==> src/common/cdr_pkg.sv <==
package cdr_pkg;

  // ****************************************
  // host request-phase codes
  // ****************************************
  localparam logic [4:0] REQA_DEFER_REPLY = 5'h00;
  localparam logic [4:0] REQA_INTA_SPEC = 5'h08;
  localparam logic [4:0] REQA_BRANCH_TRACE = 5'h09;
  localparam logic [4:0] REQA_IO_READ = 5'h10;
  localparam logic [4:0] REQA_IO_WRITE = 5'h11;
  localparam logic [4:0] REQA_MEM_RD_INV = 5'h02;
  localparam logic [4:0] REQA_MEM_CODE_RD = 5'h04;
  localparam logic [4:0] REQA_MEM_DATA_RD = 5'h06;
  localparam logic [4:0] REQA_MEM_WR_WB = 5'h05;
  localparam logic [4:0] REQA_MEM_WR_RETRY = 5'h07;
  localparam logic [4:0] REQB_ZERO = 5'h00;

  // ****************************************
  // legacy ranges
  // ****************************************
  localparam logic [31:0] VGA_MEM_LO = 32'h000a0000;
  localparam logic [31:0] VGA_MEM_HI = 32'h000bffff;
  localparam logic [31:0] MONO_MEM_LO = 32'h000b0000;
  localparam logic [31:0] MONO_MEM_HI = 32'h000b7fff;
  localparam logic [31:0] SHADOW_LO = 32'h000a0000;
  localparam logic [31:0] SHADOW_HI = 32'h000fffff;
  localparam logic [9:0] VGA_IO_A_LO = 10'h3b0;
  localparam logic [9:0] VGA_IO_A_HI = 10'h3bb;
  localparam logic [9:0] VGA_IO_B_LO = 10'h3c0;
  localparam logic [9:0] VGA_IO_B_HI = 10'h3df;
  localparam logic [9:0] PORT_IO_LO = 10'h3bc;
  localparam logic [9:0] PORT_IO_HI = 10'h3bf;
  localparam logic [9:0] MONO_ONLY_IO = 10'h3bf;
  // own config-space io locations: address 0cf8h (4 bytes) and 0cfch (4 bytes)
  localparam logic [15:0] CFG_IO_LO = 16'h0cf8;
  localparam logic [15:0] CFG_IO_HI = 16'h0cff;

  // ****************************************
  // graphics port blocking and in-order queue depth
  // ****************************************
  localparam int BLOCK_BYTES = 32;
  localparam int BLOCK_SHIFT = 5;
  localparam int MAX_REQ_BYTES = 256;
  localparam logic [3:0] MAX_BLOCKS = 4'h8;
  localparam int PAGE_SHIFT = 12;
  localparam int IOQ_DEPTH = 4;
  localparam logic [2:0] IOQ_DEPTH_C = 3'h4;

  // ****************************************
  // carriers
  // ****************************************
  typedef enum logic [2:0] {
    DST_NONE = 3'b000,
    DST_DRAM = 3'b001,
    DST_HUB = 3'b010,
    DST_GFX = 3'b011,
    DST_INTERNAL = 3'b100,
    DST_DROP = 3'b101
  } cdr_dest_t;

  typedef struct packed {
    logic [4:0] code_a;
    logic [4:0] code_b;
    logic [31:0] addr;
    logic [7:0] be_n;
  } cdr_host_req_t;

  typedef struct packed {
    cdr_dest_t dest;
    logic [31:0] addr;
    logic [7:0] be_n;
    logic [4:0] code_a;
  } cdr_host_rsp_t;

  typedef struct packed {
    logic [31:0] addr;
    logic [7:0] be_n;
    logic write;
    logic snoop;
    logic last;
  } cdr_gfx_blk_t;

  typedef struct packed {
    logic vga_route;
    logic mono_present;
    logic legacy_bus_en;
    logic [15:0] io_window_low;
    logic [15:0] io_window_high;
    logic [31:0] mem_window_low;
    logic [31:0] mem_window_high;
    logic [31:0] prefetch_window_low;
    logic [31:0] prefetch_window_high;
    logic [31:0] dram_top;
    logic [31:0] aperture_base;
    logic [31:0] aperture_limit;
    logic [31:0] smm_low;
    logic [31:0] smm_high;
  } cdr_cfg_t;

endpackage

==> src/core/cdr_router.sv <==
`timescale 1ns/1ps
// What this block does
// - invalid graphics read goes to address zero and sets the error flag
// - invalid graphics write goes to zero with lanes off, sets the flag
// - graphics cycles to dram never snoop the processor bus
// - frame-based transfers are disconnected at each 4 KB boundary
// - graphics requests split into aligned 32-byte blocks, each checked
// - vga io is 3b0h-3bbh or 3c0h-3dfh on bits 9..0
// - vga routing on sends vga memory and io to the graphics port
// - vga routing on sends 3bch-3bfh to the hub
// - vga routing off: 3bch-3bfh to graphics only in window without legacy enable
// - vga routing off: vga ranges go to hub unless a window claims them
// - vga routing off: any io touching mono locations goes to the hub
// - vga routing on, mono clear: only 3bfh to hub; mono set: all mono to hub
// - up to four outstanding host requests, handled in arrival order
// - interrupt acknowledge to hub; deferred reply is ours only
// - branch trace message terminates without capturing data
// - io read and write go to hub or graphics port by range, except own config locations
// - memory reads route to dram, graphics port or hub by address
// - writeback write always to dram; retryable write by address
module cdr_router (
  // clock and reset
  input wire logic I_REF_CLK,
  input wire logic I_RESET_N,
  // configuration
  input wire cdr_pkg::cdr_cfg_t I_CFG,
  // host requests
  input wire logic I_HOST_VALID,
  input wire cdr_pkg::cdr_host_req_t I_HOST_REQ,
  input wire logic I_HOST_POP,
  output logic O_HOST_READY,
  output logic O_HOST_RSP_VALID,
  output cdr_pkg::cdr_host_rsp_t O_HOST_RSP,
  // graphics requests
  input wire logic I_GFX_VALID,
  input wire logic [31:0] I_GFX_ADDR,
  input wire logic [8:0] I_GFX_BYTES,
  input wire logic I_GFX_WRITE,
  input wire logic I_GFX_FRAME_ADDR_VALID,
  input wire logic [31:0] I_GFX_FRAME_ADDR,
  input wire logic I_FLAG_CLEAR,
  output logic O_GFX_BUSY,
  output logic O_GFX_BLK_VALID,
  output cdr_pkg::cdr_gfx_blk_t O_GFX_BLK,
  output logic O_GFX_DISCONNECT,
  output logic O_INVALID_GRAPHICS_ACCESS_FLAG
);

  // ****************************************
  // reset release
  // ****************************************
  logic rst_meta_r;
  logic rst_n_r;

  // async assert, synchronous release
  always_ff @(posedge I_REF_CLK or negedge I_RESET_N) begin
    if (!I_RESET_N) begin
      rst_meta_r <= 1'b0;
      rst_n_r <= 1'b0;
    end else begin
      rst_meta_r <= 1'b1;
      rst_n_r <= rst_meta_r;
    end
  end

  // ****************************************
  // request decode
  // ****************************************
  logic [4:0] code_a;
  logic [4:0] code_b;
  logic [31:0] addr;
  logic [9:0] io_lo;
  logic [9:0] io_hi;
  logic [15:0] io_full;
  logic [3:0] io_span;
  logic is_io;
  logic is_mem_rd;
  logic is_mem_wr_wb;
  logic is_mem_wr_rt;
  logic is_inta;
  logic is_btm;
  logic is_defer;

  assign code_a = I_HOST_REQ.code_a;
  assign code_b = I_HOST_REQ.code_b;
  assign addr = I_HOST_REQ.addr;
  assign io_full = addr[15:0];
  // io span covers up to 3 bytes past the base, for touch checks
  assign io_lo = addr[9:0];
  assign io_span = 4'h3;
  assign io_hi = io_lo + {6'h00, io_span};

  assign is_io = code_a == cdr_pkg::REQA_IO_READ || code_a == cdr_pkg::REQA_IO_WRITE;
  assign is_mem_rd = code_a == cdr_pkg::REQA_MEM_RD_INV || code_a == cdr_pkg::REQA_MEM_CODE_RD
    || code_a == cdr_pkg::REQA_MEM_DATA_RD;
  assign is_mem_wr_wb = code_a == cdr_pkg::REQA_MEM_WR_WB;
  assign is_mem_wr_rt = code_a == cdr_pkg::REQA_MEM_WR_RETRY;
  assign is_inta = code_a == cdr_pkg::REQA_INTA_SPEC && code_b == cdr_pkg::REQB_ZERO;
  assign is_btm = code_a == cdr_pkg::REQA_BRANCH_TRACE && code_b == cdr_pkg::REQB_ZERO;
  assign is_defer = code_a == cdr_pkg::REQA_DEFER_REPLY;

  // ****************************************
  // legacy range classification
  // ****************************************
  logic [3:0] lane_hit;
  logic io_vga;
  logic io_port;
  logic io_mono_any;
  logic io_mono_only;
  logic io_in_window;
  logic io_cfg;
  logic mem_vga;
  logic mem_mono;
  logic mem_in_window;
  logic [9:0] lane_addr [4];

  // per-byte mono touch, aliases matched through bits 9..0
  genvar g;
  generate
    for (g = 0; g < 4; g++) begin : g_lane
      assign lane_addr[g] = io_lo + 10'(g);
      assign lane_hit[g] = !I_HOST_REQ.be_n[g] && (lane_addr[g] == 10'h3b4 || lane_addr[g] == 10'h3b5
        || lane_addr[g] == 10'h3b8 || lane_addr[g] == 10'h3b9 || lane_addr[g] == 10'h3ba
        || lane_addr[g] == cdr_pkg::MONO_ONLY_IO);
    end
  endgenerate

  assign io_vga = (io_lo >= cdr_pkg::VGA_IO_A_LO && io_lo <= cdr_pkg::VGA_IO_A_HI)
    || (io_lo >= cdr_pkg::VGA_IO_B_LO && io_lo <= cdr_pkg::VGA_IO_B_HI);
  assign io_port = io_lo >= cdr_pkg::PORT_IO_LO && io_lo <= cdr_pkg::PORT_IO_HI;
  assign io_mono_any = |lane_hit;
  assign io_mono_only = lane_hit[0] && io_lo == cdr_pkg::MONO_ONLY_IO
    || (io_lo <= cdr_pkg::MONO_ONLY_IO && io_hi >= cdr_pkg::MONO_ONLY_IO
    && lane_hit[2'(cdr_pkg::MONO_ONLY_IO - io_lo)]);
  assign io_in_window = io_full >= I_CFG.io_window_low && io_full <= I_CFG.io_window_high;
  assign io_cfg = io_full >= cdr_pkg::CFG_IO_LO && io_full <= cdr_pkg::CFG_IO_HI;
  assign mem_vga = addr >= cdr_pkg::VGA_MEM_LO && addr <= cdr_pkg::VGA_MEM_HI;
  assign mem_mono = addr >= cdr_pkg::MONO_MEM_LO && addr <= cdr_pkg::MONO_MEM_HI;
  assign mem_in_window = (addr >= I_CFG.mem_window_low && addr <= I_CFG.mem_window_high)
    || (addr >= I_CFG.prefetch_window_low && addr <= I_CFG.prefetch_window_high);

  // ****************************************
  // destination selection
  // ****************************************
  logic io_to_gfx;
  logic mem_to_gfx;
  logic mem_to_dram;
  cdr_pkg::cdr_dest_t dest;

  // io: mono wins, then vga routing, then windows
  assign io_to_gfx = (io_mono_any && I_CFG.mono_present) ? 1'b0
    : (I_CFG.vga_route && io_mono_only) ? 1'b0
    : (I_CFG.vga_route && io_port) ? 1'b0
    : (!I_CFG.vga_route && io_mono_any) ? 1'b0
    : (I_CFG.vga_route && io_vga) ? 1'b1
    : (io_in_window && !I_CFG.legacy_bus_en);

  // memory: legacy ranges first, windows, then dram
  assign mem_to_gfx = (mem_mono && I_CFG.mono_present) ? 1'b0
    : (mem_vga && I_CFG.vga_route) ? 1'b1
    : mem_vga ? mem_in_window
    : mem_in_window;
  assign mem_to_dram = !mem_vga && !mem_to_gfx && addr < I_CFG.dram_top;

  always_comb begin
    if (is_mem_wr_wb) begin
      dest = cdr_pkg::DST_DRAM;
    end else if (is_mem_rd || is_mem_wr_rt) begin
      dest = mem_to_gfx ? cdr_pkg::DST_GFX : mem_to_dram ? cdr_pkg::DST_DRAM
        : cdr_pkg::DST_HUB;
    end else if (is_io) begin
      dest = io_cfg ? cdr_pkg::DST_INTERNAL : io_to_gfx ? cdr_pkg::DST_GFX
        : cdr_pkg::DST_HUB;
    end else if (is_inta) begin
      dest = cdr_pkg::DST_HUB;
    end else if (is_btm) begin
      dest = cdr_pkg::DST_DROP;
    end else begin
      dest = cdr_pkg::DST_NONE;
    end
  end

  // ****************************************
  // in-order queue
  // ****************************************
  cdr_pkg::cdr_host_rsp_t ioq_r [cdr_pkg::IOQ_DEPTH];
  cdr_pkg::cdr_host_rsp_t push_entry;
  logic [1:0] wr_ptr_r;
  logic [1:0] rd_ptr_r;
  logic [2:0] count_r;
  logic push;
  logic pop;

  // deferred replies are our own, never queued from the bus
  assign push = I_HOST_VALID && O_HOST_READY && !is_defer;
  assign pop = I_HOST_POP && count_r != 3'h0;
  assign push_entry.dest = dest;
  assign push_entry.addr = addr;
  // branch trace data never captured
  assign push_entry.be_n = is_btm ? 8'hff : I_HOST_REQ.be_n;
  assign push_entry.code_a = code_a;

  // storage kept narrow: only the write slot changes
  always_ff @(posedge I_REF_CLK or negedge rst_n_r) begin
    if (!rst_n_r) begin
      for (int i = 0; i < cdr_pkg::IOQ_DEPTH; i++) begin
        ioq_r[i] <= '0;
      end
    end else if (push) begin
      ioq_r[wr_ptr_r] <= push_entry;
    end
  end

  // pointers and occupancy, strictly first in first out
  always_ff @(posedge I_REF_CLK or negedge rst_n_r) begin
    if (!rst_n_r) begin
      wr_ptr_r <= 2'h0;
      rd_ptr_r <= 2'h0;
      count_r <= 3'h0;
      O_HOST_READY <= 1'b0;
      O_HOST_RSP_VALID <= 1'b0;
      O_HOST_RSP <= '0;
    end else begin
      wr_ptr_r <= wr_ptr_r + 2'(push);
      rd_ptr_r <= rd_ptr_r + 2'(pop);
      count_r <= count_r + 3'(push) - 3'(pop);
      O_HOST_READY <= (count_r + 3'(push) - 3'(pop)) < cdr_pkg::IOQ_DEPTH_C;
      O_HOST_RSP_VALID <= (count_r + 3'(push) - 3'(pop)) != 3'h0;
      O_HOST_RSP <= (count_r == 3'h0 || (pop && count_r == 3'h1)) ? push_entry
        : ioq_r[rd_ptr_r + 2'(pop)];
    end
  end

  // ****************************************
  // graphics port side
  // ****************************************
  logic blk_invalid;
  logic [19:0] last_page_r;
  logic frame_seen_r;

  cdr_gfx_split u_split (
    .clk(I_REF_CLK),
    .rst_n(rst_n_r),
    .cfg(I_CFG),
    .i_valid(I_GFX_VALID),
    .i_addr(I_GFX_ADDR),
    .i_bytes(I_GFX_BYTES),
    .i_write(I_GFX_WRITE),
    .o_busy(O_GFX_BUSY),
    .o_blk(O_GFX_BLK),
    .o_blk_valid(O_GFX_BLK_VALID),
    .o_invalid(blk_invalid)
  );

  // sticky flag: a new invalid block beats a clear in the same cycle
  always_ff @(posedge I_REF_CLK or negedge rst_n_r) begin
    if (!rst_n_r) begin
      O_INVALID_GRAPHICS_ACCESS_FLAG <= 1'b0;
    end else begin
      O_INVALID_GRAPHICS_ACCESS_FLAG <= blk_invalid
        || (O_INVALID_GRAPHICS_ACCESS_FLAG && !I_FLAG_CLEAR);
    end
  end

  // disconnect when a frame data phase enters a new 4 KB page
  always_ff @(posedge I_REF_CLK or negedge rst_n_r) begin
    if (!rst_n_r) begin
      last_page_r <= 20'h00000;
      frame_seen_r <= 1'b0;
      O_GFX_DISCONNECT <= 1'b0;
    end else begin
      frame_seen_r <= I_GFX_FRAME_ADDR_VALID;
      if (I_GFX_FRAME_ADDR_VALID) begin
        last_page_r <= I_GFX_FRAME_ADDR[31:cdr_pkg::PAGE_SHIFT];
      end
      O_GFX_DISCONNECT <= I_GFX_FRAME_ADDR_VALID && frame_seen_r
        && I_GFX_FRAME_ADDR[31:cdr_pkg::PAGE_SHIFT] != last_page_r;
    end
  end

endmodule

==> src/core/cdr_gfx_split.sv <==
`timescale 1ns/1ps
// ****************************************
// graphics port request splitter
// ****************************************
module cdr_gfx_split (
  input wire logic clk,
  input wire logic rst_n,
  input wire cdr_pkg::cdr_cfg_t cfg,
  // request
  input wire logic i_valid,
  input wire logic [31:0] i_addr,
  input wire logic [8:0] i_bytes,
  input wire logic i_write,
  output logic o_busy,
  // blocks
  output cdr_pkg::cdr_gfx_blk_t o_blk,
  output logic o_blk_valid,
  output logic o_invalid
);
  logic [31:0] addr_r;
  logic [3:0] left_r;
  logic write_r;
  logic busy_r;
  logic [31:0] blk_addr;
  logic in_dram;
  logic in_aper;
  logic in_shadow;
  logic in_smm;
  logic valid_addr;
  logic [3:0] nblk;
  logic [9:0] span;

  // block count of a naturally aligned split; a misaligned 256-byte request needs nine
  assign span = {5'h00, i_addr[4:0]} + {1'b0, i_bytes} + 10'h01f;
  assign nblk = span[8:5];
  assign blk_addr = {addr_r[31:5], 5'h00};

  // validity: main dram minus legacy shadow and smm, or aperture
  assign in_dram = blk_addr < cfg.dram_top;
  assign in_shadow = blk_addr >= cdr_pkg::SHADOW_LO && blk_addr <= cdr_pkg::SHADOW_HI;
  assign in_smm = blk_addr >= cfg.smm_low && blk_addr <= cfg.smm_high;
  assign in_aper = blk_addr >= cfg.aperture_base && blk_addr <= cfg.aperture_limit;
  assign valid_addr = (in_dram && !in_shadow && !in_smm) || in_aper;

  // one block per cycle, in address order
  always_ff @(posedge clk or negedge rst_n) begin
    if (!rst_n) begin
      addr_r <= 32'h00000000;
      left_r <= 4'h0;
      write_r <= 1'b0;
      busy_r <= 1'b0;
      o_blk <= '0;
      o_blk_valid <= 1'b0;
      o_invalid <= 1'b0;
    end else begin
      o_blk_valid <= busy_r;
      o_invalid <= busy_r && !valid_addr;
      o_blk.addr <= valid_addr ? blk_addr : 32'h00000000;
      o_blk.be_n <= (write_r && !valid_addr) ? 8'hff : 8'h00;
      o_blk.write <= write_r;
      o_blk.snoop <= 1'b0;
      o_blk.last <= busy_r && left_r == 4'h1;
      if (busy_r) begin
        addr_r <= addr_r + 32'h00000020;
        left_r <= left_r - 4'h1;
        busy_r <= left_r != 4'h1;
      end else if (i_valid && i_bytes != 9'h000) begin
        addr_r <= i_addr;
        left_r <= nblk;
        write_r <= i_write;
        busy_r <= 1'b1;
      end
    end
  end

  assign o_busy = busy_r;
endmodule

==> config.mk <==
export PLATFORM = sky130hd
export DESIGN_NAME = cdr_router
export DESIGN_NICKNAME = d
export VERILOG_FILES = /design/src/common/cdr_pkg.sv /design/src/core/cdr_router.sv /design/src/core/cdr_gfx_split.sv
export SDC_FILE = /design/constraint.sdc
export NUM_CORES = 1
export LEC_CHECK = 0
export ABC_AREA = 1
export BUFFER_PORTS_ARGS = -buffer_cell sky130_fd_sc_hd__buf_2
export CORE_AREA = 2 2 212 214
export CTS_BUF_LIST = sky130_fd_sc_hd__clkbuf_4 sky130_fd_sc_hd__clkbuf_8 sky130_fd_sc_hd__clkbuf_16
export CTS_CLUSTER_SIZE = 28
export DETAILED_ROUTE_END_ITERATION = 8
export DIE_AREA = 0 0 214 216
export GPL_TIMING_DRIVEN = 0
export PLACE_DENSITY = 0.81
export SYNTH_ARGS = -nofsm -noshare
export SYNTH_HDL_FRONTEND = slang
export SYNTH_SLANG_ARGS = --single-unit
==> constraint.sdc <==
create_clock -name I_REF_CLK -period 13 [get_ports I_REF_CLK]
set_clock_uncertainty 0.15 [all_clocks]
set_input_delay 1.3 -clock I_REF_CLK [delete_from_list [all_inputs] [get_ports I_REF_CLK]]
set_output_delay 1.3 -clock I_REF_CLK [all_outputs]
set_load 0.01 [all_outputs]
; Word level (Yosys, flattened, before mapping)
; Index checks and enable logic that the tools add are counted.
; W data, S select, Z words.
[totals]
register_bits = 356
output_inout_bits = 97
input_bits = 454
word_cells = 256
[op_classes]
addsub = 12
muxes = 34
n_eq_ne = 37
reduce_logical = 97
n_bitwise = 3
magnitude_cmp = 32
[op_table]
columns = operator, count
row1 = $eq A10 B10 Y1 const B, 24
row2 = $bwmux W192, 1
row3 = $mux W48, 4
row4 = $ge A32 B32 Y1, 4
row5 = $le A32 B32 Y1, 4
row6 = $bmux W48 S2, 1
row7 = $demux W48 S2, 1
row8 = $ge A32 B20 Y1 const B, 3
row9 = $le A32 B20 Y1 const B, 3
row10 = $mux W32, 3
row11 = $lt A32 B32 Y1, 2
row12 = $logic_and A1 B1 Y1, 45
row13 = $ge A10 B10 Y1 const B, 4
row14 = $add A32 B6 Y32 const B, 1
row15 = $le A10 B10 Y1 const B, 3
row16 = $logic_or A1 B1 Y1, 30
row17 = $add A10 B2 Y10 const B, 2
row18 = $eq A5 B3 Y1 const B, 4
row19 = $ne A20 B20 Y1, 1
row20 = $mux W3, 6
row21 = $ge A16 B12 Y1 const B, 1
row22 = $ge A16 B16 Y1, 1
row23 = $le A16 B12 Y1 const B, 1
row24 = $le A16 B16 Y1, 1
row25 = other kinds (33), 65

; Longest topological paths before layout
; Gate-level depths: netlist (run 1).
[depth]
word_depth = 21
ltp_mapped = 21
mapped_depth_nobuf = 20

; Hierarchy
; From an unflattened synthesis (run 1), not the netlist that was laid out.
[hier_totals]
cells_unflattened = 3296
hier_area_um2 = 24688.7
[by_module_without_submodules]
columns = mod, seq_area_each_um2, cells_per_inst, n_inst, area_each_um2
row1 = cdr_router, 6856.6, 2265, 1, 17480.5
row2 = cdr_gfx_split, 1626.6, 1031, 1, 7208.2

; Worst setup path before layout (run 1)
; No wires, ideal clock.
[synth_path]
kind = in2reg
start = input I_HOST_REQ[8] (netlist name)
end = register O_HOST_RSP[46] (netlist name)
t_arrival_ns = 3.012
n_path_buf = 1
t_required_ns = 12.733
setup_time_ns = 0.117
setup_slack_ns = 9.721
path_stages = 20
cell_sequence = inv_1 clkbuf_1 ha_1 inv_1 a21oi_1 o21ai_0 nand2_1 nand3_1 nand2_1 nand2_1 nand2_1 nand3_1 nand2_1 nand3_1 nand2_1 nand2_1 nand2_1 nand2_1 nand2_1 nand2_1
[synth_via]
elab_chain_len = 13
word_cells_on_any_way = 32
classes_between = order compare: 11 / mux: 9 / reduce/logical: 12
[synth_rtl]
columns = item, line
row1 = from (decl), cdr_router.sv:29  ; input wire cdr_pkg::cdr_host_req_t I_HOST_REQ,
row2 = "$ge A32 B32 Y1, or another cell as far along", cdr_router.sv:139  ; assign mem_in_window = (addr >= I_CFG.mem_window_low && addr <= I_CFG.mem_window_high)
row3 = $logic_and A1 B1 Y1 (on tied branches), "cdr_router.sv:139, cdr_router.sv:137, cdr_router.sv:140"
row4 = $logic_or A1 B1 Y1 or $logic_and A1 B1 Y1 (tied branches), "cdr_router.sv:140, cdr_router.sv:160"
row5 = $mux W1, cdr_router.sv:160  ; : (mem_vga && I_CFG.vga_route) ? 1'b1
row6 = $mux W1, cdr_router.sv:159  ; assign mem_to_gfx = (mem_mono && I_CFG.mono_present) ? 1'b0
row7 = $logic_not A1 Y1, cdr_router.sv:163  ; assign mem_to_dram = !mem_vga && !mem_to_gfx && addr < I_CFG.dram_top;
row8 = $logic_and A1 B1 Y1 (2 in series), cdr_router.sv:163
row9 = $mux W2 (2 in series), cdr_router.sv:169  ; dest = mem_to_gfx ? cdr_pkg::DST_GFX : mem_to_dram ? cdr_pkg::DST_DRAM
row10 = $mux W3 (*), cdr_router.sv:168  ; end else if (is_mem_rd || is_mem_wr_rt) begin
row11 = $mux W3 (*), cdr_router.sv:166  ; if (is_mem_wr_wb) begin
row12 = $mux W48 (*), cdr_router.sv:229  ; O_HOST_RSP <= (count_r == 3'h0 || (pop && count_r == 3'h1)) ? push_entry
row13 = to (signal assigned), cdr_router.sv:229
row14 = to (decl), cdr_router.sv:33  ; output cdr_pkg::cdr_host_rsp_t O_HOST_RSP,
; Mark *: on every way between the ends. The rest lies on a longest branch, timed or not.
; A chain may end at the register's enable or synchronous reset.

; Worst setup path after layout (run 1)
; Ends and elaborated chain as after synthesis.

==> run_results.csv, run 1 <==
group,metric,value,unit
critical_path,slowest_stage,"clkbuf_1",
global_routing,grt_pass1_vias,23800,
timing,worst_pin_slew,1200,ps
critical_path,critPathCaptureType,"register",
yosys,synth_ff_type,"dfrtp_1",
timing,max_freq,0.249,GHz
yosys,yosysTopAreaCellShare,35.0,%
clock_network,cts_buffers,39,
timing,rsz0062_at_grt,"no",
global_routing,use_met2,60.0,%
placed_design,gp_congestion,0.976,
yosys,syn-cell-area,0.0242,mm^2
layout,final_cell_count_no_fill,4374,
routing,vias_per_cell,5.54,
global_routing,grt_first_pass_wirelength,128000,um
timing,relSlewSlack,19.4,%
clock_network,cts.sinks,339,
layout,drive_above_1_share,18.5,%
yosys,synth_area_leaders,"dfrtp_1, ha_1, nand2_1",
critical_path,path_cells,"buf_2 -> inv_1 -> clkbuf_1 -> ha_1 -> inv_1 -> a21oi_1 -> o21ai_0 -> nand2_1 -> o211ai_1 -> nand2_1 -> nand3_1 -> nand2_1 -> nand2_1 -> nand3_1 -> nand2_1 -> nand2_1 -> nand2_1 -> nand2_1 -> nand2_1 -> nand2_1",
critical_path,crit_required,13350,ps
clock_network,cts-resized-gates,0,
placed_design,dp.cells,4286,
timing,finalSetupTns,0,ps
layout,area_growth,20.9,%
floorplanning,dieHeight,216,um
yosys,syn_area_per_cell,7.69,um^2
routing,routedWlPerCell,19.0,um
global_routing,antenna_found_initial,25,
power,p_leak,16.1,nW
routing,first_pass_iters,6,
clock_network,cts_tree,"built",
critical_path,crit_type,"input pin to register",
power,irDropWorstVdd,0.000108,V
timing,post-route-min-period,4020,ps
critical_path,cp-start-kind,"input pin",
global_routing,grt_overflow,0,
layout,num-nets-final,4534,
placed_design,dp_hpwl,63800,um
global_routing,grt_max_degree,73,
floorplanning,io_pins,551,
placed_design,portBuffers,532,
yosys,synth-seq-cells,339,
clock_network,h-tree-depth,2,
floorplanning,core,0.0438,mm^2
critical_path,worst_path_largest_cell_delay,710,ps
min_path,hp-class,"register to register",
yosys,synth_cell_types,54,
routing,drt_iter0_drc,2260,
floorplanning,rows,77,
floorplanning,die_width,214,um
yosys,synth_top_area_cell,"dfrtp_1",
yosys,synth_warnings,0,
routing,drc,0,
yosys,synthCells,3151,
clock_network,postCtsHoldBufs,0,
routing,detail-route-antenna-nets,0,
critical_path,crit_fanout,15,
timing,drv_slew,0,
power,p_per_area,196,mW/mm^2
yosys,synth_edf_count,0,
yosys,seq_area_frac_synth,35.0,%
run_status,outcome,"finished clean",
global_routing,grt_use_met1,41.9,%
timing,min_period_over_period,30.9,%
floorplanning,die_area,0.0462,mm^2
timing,finalHoldViolations,0,
clock_network,cts_setup_buffers,0,
flow_run,maxCapViolCount,0,
critical_path,cp.arrival,4370,ps
global_routing,met3_usage,7.68,%
critical_path,cp_common_cell,"nand2_1",
clock_network,insertion_delay,580,ps
yosys,async_reset_ff_share,100,%
routing,dr_total_vias,24200,
floorplanning,start_util,55.3,%
global_routing,top_usage_layer,"met2",
global_routing,grtUsageTotal,35.4,%
clock_network,cts_root_buffer,"clkbuf_16",
clock_network,clk_pin_slew,60,ps
timing,setup_viol,0,
clock_network,clockBufferDepth,3,
routing,routed_wl,83200,um
-- cells in the final DEF (no fill, tap or decap), types with 17 or more instances in the layout --
cell       synthesis  layout
nand2_1          717     717
buf_2              3     536
inv_1            473     473
ha_1             344     344
dfrtp_1          339     338
o21ai_0          300     300
a21oi_1          183     183
nor2_1           167     167
nand3_1          156     156
clkbuf_1          89      89
nand3b_1          47      47
nor3_1            44      44
nand4_1           42      42
clkbuf_16          0      39
o211ai_1          30      30
xor2_1            23      23
mux2_2            21      21
nor4_1            18      18
diode_2            0      17
-- per-layer routing --
| metal | wire [um] | vias up |
|---|---|---|
| met4 | 4650 | 12 |
| li1 | - | 11600 |
| met2 | 39800 | 1230 |
| met1 | 31100 | 11100 |
| met5 | 81 | - |
| met3 | 7630 | 260 |
-- through the flow --
stage          setup slack [ps]  power [mW]  cell area, um^2  utilization, %  hold slack, ps
2_1_floorplan              2700        3.47            24300               -             181
5_1_grt                    8830        6.14            29300            66.8             220
6_report                   8980        5.73            29300            66.8             217
3_3_place_gp              -1080        4.35            27700            63.1             182
3_5_place_dp               8440        4.43            27800            63.4             193
4_1_cts                    9040        5.69            29300            66.7             222
-- power by group --
group	internal (mW)	total [mW]	leakage, nW	switching [mW]
sequential	1.51	1.86	4.24	0.350
clock	0.753	1.24	0.719	0.482
combinational	0.950	2.63	11.2	1.68
total	3.22	5.73	16.1	2.52
-- logic make-up after synthesis --
kind of cell	Yosys count	share of synthesized area, %
compound gates	584	13.2
xor+xnor	35	1.26
buf+inv	595	9.49
simple gates	1230	22.2
flops	339	35.0
mux	21	0.976
other cells	2	0.0310
fa+ha+maj	345	17.8
-- registers in the layout, summed over array words and instances (netlist names), 2 cells and up --
signal / count
O_HOST_RSP: 48
count_r: 3
ioq_r: 192
last_page_r: 20
rd_ptr_r: 2
u_split.addr_r: 27
u_split.left_r: 4
u_split.o_blk: 30
wr_ptr_r: 2
-- layout make-up --
type / count / area (um^2)
Clock inverter: 18 / 348
Tap cell: 592 / 741
Sequential cell: 339 / 8490
Timing Repair Buffer: 538 / 2800
Clock buffer: 53 / 1110
Antenna cell: 17 / 42.5
Fill cell: 3746 / 14500
Inverter: 483 / 1820
Multi-Input combinational cell: 2222 / 13500
Buffer: 112 / 484
-- worst max-delay path: cells and delay by family --
kind / cells / cell delay, ps
AO/OA/AOI/OAI: 3 / 410
AND/OR/NAND/NOR: 12 / 1240
adder cells (fa/ha/maj): 1 / 280
buffers and inverters: 4 / 1100
-- final timing paths --
| path | startpoint | to | slack, ps | depth (start not counted) |
|---|---|---|---|---|
| max | I_HOST_REQ[8] | O_HOST_RSP[46] | 8980 | 20 |
| max reg2reg | count_r[1] | O_HOST_RSP[24] | 9510 | 10 |
| min reg2reg | rst_meta_r | rst_n_r | 220 | 0 |
| max in group asynchronous | rst_n_r | O_HOST_RSP[15] | 10990 | 3 |
| min in group asynchronous | rst_n_r | u_split.o_blk[40] | 250 | 0 |
| min | rst_meta_r | rst_n_r | 220 | 0 |
-- cell usage after synthesis, drive strengths merged, types with 30 or more instances --
master and instances:
a21oi 184, clkbuf 89, dfrtp 339, ha 344, inv 483, nand2 727
nand3 161, nand3b 48, nand4 42, nor2 177, nor3 47, o211ai 30
o21ai 306
(Power assumes the default switching activity.)
==> run 2, diff against run 1 <==
--- a/config.mk
+++ b/config.mk
@@ -7,13 +7,12 @@
 export LEC_CHECK = 0
 export ABC_AREA = 1
 export BUFFER_PORTS_ARGS = -buffer_cell sky130_fd_sc_hd__buf_2
-export CORE_AREA = 2 2 212 214
+export CORE_UTILIZATION = 50
 export CTS_BUF_LIST = sky130_fd_sc_hd__clkbuf_4 sky130_fd_sc_hd__clkbuf_8 sky130_fd_sc_hd__clkbuf_16
 export CTS_CLUSTER_SIZE = 28
 export DETAILED_ROUTE_END_ITERATION = 8
-export DIE_AREA = 0 0 214 216
 export GPL_TIMING_DRIVEN = 0
-export PLACE_DENSITY = 0.81
+export PLACE_DENSITY = 0.78
 export SYNTH_ARGS = -nofsm -noshare
 export SYNTH_HDL_FRONTEND = slang
 export SYNTH_SLANG_ARGS = --single-unit
==> constraint.sdc (replaced) <==
create_clock -name I_REF_CLK -period 3.4 [get_ports I_REF_CLK]
set_clock_uncertainty 0.15 [all_clocks]
set_input_delay 0.34 -clock I_REF_CLK [delete_from_list [all_inputs] [get_ports I_REF_CLK]]
set_output_delay 0.34 -clock I_REF_CLK [all_outputs]
set_load 0.01 [all_outputs]
==> run 2 against run 1 <==
  * Worst setup slack got worse by 8800 ps
  * Highest routed layer unchanged
  * Die area rose by 6.8%
  * Sequential share of layout area fell by 0.52 points
  * Non-clock buffer count rose by 55
  * Critical path depth fell by 11
  * Register-to-register slack got worse by 9400 ps
  * Via count rose by 0.27%
==> run_results.csv, run 2 (synthesis results as in run 1) <==
group,metric,value,unit
clock_network,cts_setup_buffers,0,
global_routing,grt_max_degree,71,
routing,routed_wl,83200,um
routing,drc,0,
floorplanning,dieHeight,222,um
routing,drt_iter0_drc,2060,
layout,num-nets-final,4589,
run_status,outcome,"finished clean",
floorplanning,rows,80,
critical_path,crit_type,"register to register",
layout,regMostFlops,"ioq_r",
clock_network,cts_buffers,39,
timing,drv_slew,0,
critical_path,crit_fanout,10,
routing,detail-route-antenna-nets,0,
power,p_per_area,731,mW/mm^2
floorplanning,die_area,0.0494,mm^2
placed_design,dp.cells,4309,
clock_network,clk_pin_slew,60,ps
layout,mostFrequentLayoutCells,"nand2_1, buf_2, inv_1, ha_1, dfrtp_1",
global_routing,grt_first_pass_wirelength,127000,um
timing,post-route-min-period,3260,ps
critical_path,regToRegSetupSlack,140,ps
clock_network,clockBufferDepth,3,
critical_path,worstReg2RegStart,"count_r[1]",
min_path,hp-class,"input pin to register",
critical_path,critPathCaptureType,"register",
layout,final_cell_count_no_fill,4447,
global_routing,grt_pass1_vias,23600,
routing,dr_total_vias,24300,
floorplanning,io_pins,551,
critical_path,slowest_stage,"clkbuf_1",
timing,setup_viol,0,
clock_network,insertion_delay,590,ps
timing,worst_pin_slew,1370,ps
power,power.total,21.8,mW
global_routing,grt_overflow,0,
routing,routedWlPerCell,18.7,um
global_routing,grtUsageTotal,33.3,%
min_path,min_from,"I_HOST_REQ[47]",
routing,first_pass_iters,5,
floorplanning,start_util,50.8,%
layout,drive_above_1_share,18.4,%
critical_path,cp.arrival,3460,ps
placed_design,dp_hpwl,63400,um
critical_path,crit_required,3610,ps
placed_design,portBuffers,532,
timing,whs,29.6,ps
critical_path,path_buf_inv,3,
timing,rsz0062_at_grt,"no",
flow_run,maxCapViolCount,0,
global_routing,antenna_found_initial,23,
critical_path,critical_path.startpoint,"count_r[1]",
critical_path,critical_path.top_delay_family,"buffers and inverters",
clock_network,cts.sinks,339,
clock_network,cts_tree,"built",
layout,fillCellCount,4206,
floorplanning,core,0.0477,mm^2
timing,relSlewSlack,7.80,%
power,irDropWorstVdd,0.000436,V
layout,layout_commonest_cell,"nand2_1",
layout,largest_reg_flops,192,
critical_path,path_cells,"nor2_1 -> a21boi_0 -> ha_1 -> clkbuf_1 -> clkbuf_2 -> clkbuf_1 -> nand3_1 -> nand3_1 -> o21ai_0",
timing,finalWorstSetupSlack,141,ps
timing,max_freq,0.307,GHz
timing,min_period_over_period,95.8,%
critical_path,cp-start-kind,"register",
placed_design,gp_congestion,0.996,
timing,finalSetupTns,0,ps
critical_path,worst_path_largest_cell_delay,460,ps
timing,finalHoldViolations,0,
power,p_leak,16.4,nW
layout,area_growth,23.1,%
floorplanning,die_width,222,um
clock_network,cts_root_buffer,"clkbuf_16",
placed_design,detailedPlace.worstSlack,-133,ps
routing,vias_per_cell,5.46,
clock_network,h-tree-depth,2,
layout,top_regs,"ioq_r: 192 flops, O_HOST_RSP: 48 flops, u_split.o_blk: 30 flops",
## run 2: what timing repair did
item / 4_1_cts / 5_1_grt
resized for setup: 2 / 6
endpoints found under the setup margin: 7 / 27
cloned: 0 / 0
hold buffers: 56 / 0
endpoints found under the hold margin: 70 / 0
## run 2: cell type report
cell class	instances	area (um^2)	share of cell area, %
Multi-Input combinational cell	2222	13500	45.2
Sequential cell	339	8490	28.5
Timing Repair Buffer	594	3370	11.3
Inverter	483	1820	6.09
Clock buffer	55	1160	3.88
Tap cell	615	769	2.58
Buffer	111	485	1.63
Clock inverter	15	236	0.793
Antenna cell	13	32.5	0.109
## run 2: tightest hold or removal path, delay by kind of cell
family | cells | cell delay (ps)
AOI/OAI and AO/OA | 1 | 170
buffers and inverters | 2 | 220
## run 2: power breakdown
| group | internal [mW] | switching (mW) | total [mW] |
|---|---|---|---|
| logic | 3.68 | 6.49 | 10.2 |
| clock network | 2.65 | 1.86 | 4.51 |
| registers | 5.78 | 1.34 | 7.13 |
| total | 12.1 | 9.69 | 21.8 |
## run 2: worst paths after layout
path | end | depth (start not counted)
min | ioq_r[2] | 3
max in group asynchronous | ioq_r[17] | 3
max | O_HOST_RSP[26] | 9
min reg2reg | u_split.o_blk[38] | 0
max reg2reg | O_HOST_RSP[26] | 9
min in group asynchronous | u_split.o_blk[38] | 0
## run 2: layer usage
metal / wire length, um / up-vias / GRT usage (%) / part of all wire [%]
met3: 6280 / 243 / 6.24 / 7.5
met5: 94 / - / 0 / 0.11
met4: 4680 / 18 / 18.3 / 5.6
met2: 40300 / 1078 / 57.0 / 48
met1: 31800 / 11300 / 39.4 / 38
li1: - / 11700 / - / -
## run 2: through the flow
step	cell area (um^2)	utilization [%]
floorplan	24300	-
global placement	27700	58.0
detailed placement	27800	58.3
CTS	29800	62.4
global route	29800	62.5
finish	29800	62.5
==> run 3, diff against run 2 <==
--- a/config.mk
+++ b/config.mk
@@ -7,12 +7,13 @@
 export LEC_CHECK = 0
 export ABC_AREA = 1
 export BUFFER_PORTS_ARGS = -buffer_cell sky130_fd_sc_hd__buf_2
-export CORE_UTILIZATION = 50
+export CORE_UTILIZATION = 51
 export CTS_BUF_LIST = sky130_fd_sc_hd__clkbuf_4 sky130_fd_sc_hd__clkbuf_8 sky130_fd_sc_hd__clkbuf_16
 export CTS_CLUSTER_SIZE = 28
 export DETAILED_ROUTE_END_ITERATION = 8
 export GPL_TIMING_DRIVEN = 0
-export PLACE_DENSITY = 0.78
+export PLACE_DENSITY = 0.79
 export SYNTH_ARGS = -nofsm -noshare
 export SYNTH_HDL_FRONTEND = slang
+export SYNTH_HIERARCHICAL = 1
 export SYNTH_SLANG_ARGS = --single-unit
==> run 3 against run 2 <==
  * Synthesized cell count is 4.6% higher
  * Sequential share of layout area is 0.39 points lower
  * Clock-buffer cell count stayed put
  * Highest routed layer unchanged
==> run_results.csv, run 3 <==
group,metric,value,unit
yosys,seq_area_frac_synth,34.4,%
yosys,synth-xor-area-share,0.993,%
floorplanning,rows,80,
timing,finalHoldViolations,0,
global_routing,grt_overflow,0,
placed_design,detailedPlace.worstSlack,-212,ps
clock_network,cts_setup_buffers,0,
run_status,outcome,"finished clean",
yosys,synth-simple-area-share,23.1,%
yosys,synth_warnings,6,
power,irDropWorstVdd,0.000503,V
layout,top_regs,"ioq_r: 192 flops, O_HOST_RSP: 48 flops, u_split/o_blk: 30 flops",
timing,drv_slew,0,
global_routing,grtUsageTotal,34.0,%
placed_design,dpl_cell_area,0.0283,mm^2
power,p_per_area,720,mW/mm^2
layout,regMostFlops,"ioq_r",
yosys,syn_area_per_cell,7.49,um^2
placed_design,portBuffers,531,
clock_network,clk_pin_slew,60,ps
yosys,syn-cell-area,0.0247,mm^2
yosys,synth_ff_type,"dfrtp_1",
floorplanning,die_area,0.0493,mm^2
yosys,synthMuxAreaShare,0.867,%
yosys,synthCells,3296,
yosys,synth_compound_area_share,12.9,%
routing,first_pass_iters,6,
layout,fin_util,63.4,%
layout,area_growth,22.5,%
layout,largest_reg_flops,192,
critical_path,cp-start-kind,"register",
critical_path,worstRegToRegCells,10,
yosys,yosysTopAreaCellShare,34.4,%
floorplanning,io_pins,551,
min_path,hp-class,"input pin to register",
timing,setup_viol,0,
layout,register_area,0.00849,mm^2
yosys,synth_cell_types,50,
floorplanning,start_util,51.7,%
placed_design,gp_congestion,0.958,
routing,routedWlPerCell,18.4,um
critical_path,crit_required,3640,ps
global_routing,grt_first_pass_wirelength,130000,um
layout,final_area,0.0302,mm^2
power,p_comb_share,47.0,%
layout,multiInputGateArea,0.0137,mm^2
clock_network,cts_tree,"built",
timing,max_freq,0.313,GHz
yosys,synth_edf_count,0,
power,p_int,12.1,mW
power,p_switching,9.68,mW
yosys,synth_top_area_cell,"dfrtp_1",
clock_network,cts.sinks,339,
timing,finalWorstSetupSlack,207,ps
yosys,synth_area_leaders,"dfrtp_1, ha_1, nand2_1",
timing,relSlewSlack,19.9,%
critical_path,crit_type,"register to register",
power,sw_frac_of_total,44.4,%
global_routing,antenna_found_initial,19,
power,p_leak,16.9,nW
clock_network,insertion_delay,570,ps
timing,post-route-min-period,3190,ps
routing,vias_per_cell,5.49,
power,p_clk_share,20.1,%
routing,dr_total_vias,25200,
critical_path,cp.arrival,3430,ps
clock_network,clockBufferDepth,3,
timing,finalSetupTns,0,ps
timing,worst_pin_slew,1200,ps
layout,mostFrequentLayoutCells,"nand2_1, buf_2, inv_1, ha_1, dfrtp_1",
yosys,synth.most_common_cell,"nand2_1",
timing,min_period_over_period,93.9,%
layout,fillCellCount,4080,
layout,layout_commonest_cell,"nand2_1",
yosys,synthAdderAreaFrac,17.5,%
global_routing,grt_pass1_vias,24600,
min_path,min_path_cells,3,
layout,num-nets-final,4734,
floorplanning,die_width,222,um
clock_network,cts_buffers,39,
placed_design,dp_hpwl,63900,um
floorplanning,core,0.0477,mm^2
yosys,synth_top_family_by_area,"simple AND/OR/NAND/NOR gates",
routing,routed_wl,84700,um
power,power_frac_seq,32.9,%
floorplanning,dieHeight,222,um
critical_path,critPathCaptureType,"register",
global_routing,grt_max_degree,70,
routing,drt_iter0_drc,2411,
flow_run,maxCapViolCount,0,
yosys,yosys-top-cells-count,"nand2_1, inv_1, ha_1",
clock_network,cts_root_buffer,"clkbuf_16",
layout,drive_above_1_share,17.8,%
routing,drc,0,
timing,whs,33.5,ps
clock_network,h-tree-depth,2,
routing,detail-route-antenna-nets,0,
yosys,synth-seq-cells,339,
yosys,async_reset_ff_share,100,%
critical_path,crit_fanout,10,
run 3: cell types whose count changed after synthesis, moves of 11 or more:
cell      previous run  this run
nand3_1            156       182
nor2_1             167       186
a21oi_2              1        14
o221ai_1            13         1
inv_1              473       526
clkbuf_1            89        78
nand2_1            717       802
run 3: power groups by stage:
stage | logic (mW) | registers, mW | clock network, mW
after global routing | 11.5 | 7.30 | 4.56
after CTS | 10.0 | 7.10 | 4.41
after floorplan | 6.41 | 6.96 | 0
after detailed placement | 9.86 | 7.14 | 0
after global placement | 9.52 | 7.17 | 0
final | 10.2 | 7.17 | 4.38
run 3: path summary, 6_finish.rpt:
kind                                start           endpoint  slack (ps)
setup reg to reg               count_r[1]     O_HOST_RSP[32]         210
min in group asynchronous         rst_n_r  u_split/o_blk[19]         190
setup / recovery               count_r[1]     O_HOST_RSP[32]         210
hold reg to reg                   rst_n_r  u_split/o_blk[19]         190
hold / removal             I_HOST_REQ[48]          ioq_r[99]          30
max in group asynchronous         rst_n_r         ioq_r[140]        1440
run 3: repair_timing:
item,in CTS,in global routing
gates resized for setup,0,8
hold buffers,57,0
endpoints found under the setup margin,0,31
endpoints found under the hold margin,71,0
run 3: layout make-up:
class / instances / share of cell area (%)
tap: 615 / 2.54
multi-input combinational: 2314 / 45.3
clock buffer: 55 / 3.77
antenna: 18 / 0.149
inverter: 536 / 6.65
sequential: 339 / 28.1
clock inverter: 15 / 0.699
timing repair buffer: 593 / 11.1
buffer: 112 / 1.76
run 3: critical path: stages, from the launching register on:
cell and delay (ps):
dfrtp_1 420, nor2_1 160, a21boi_0 140, ha_1 240, xnor2_2 410, clkbuf_1 500
clkbuf_1 470, nand2_1 110, nand3b_1 110, nand3_1 70, o21ai_0 230
run 3: through the flow:
stage	power, mW	std cells
2_1_floorplan	13.4	3301
3_3_place_gp	16.7	4447
3_5_place_dp	17.0	4452
4_1_cts	21.5	4579
5_1_grt	23.3	4593
6_report	21.8	4597
run 3: cell families (layout without fill, tap and decap cells):
| group | Yosys count | count (layout) |
|---|---|---|
| multiplexers | 19 | 19 |
| flip-flops | 339 | 339 |
| other | 2 | 25 |
| AND/OR/NAND/NOR | 1333 | 1333 |
| adder cells (fa/ha/maj) | 345 | 345 |
| AO/OA/AOI/OAI | 582 | 582 |
| buffers and inverters | 648 | 1311 |
| XOR/XNOR | 28 | 28 |
run 3: layer usage:
metal | part of all wire, % | GRT usage (%) | wire length [um]
met2 | 47 | 57.8 | 40000
met5 | 0.037 | 0 | 31
met1 | 38 | 40.2 | 32300
met4 | 5.6 | 19.1 | 4730
met3 | 9.0 | 6.55 | 7650
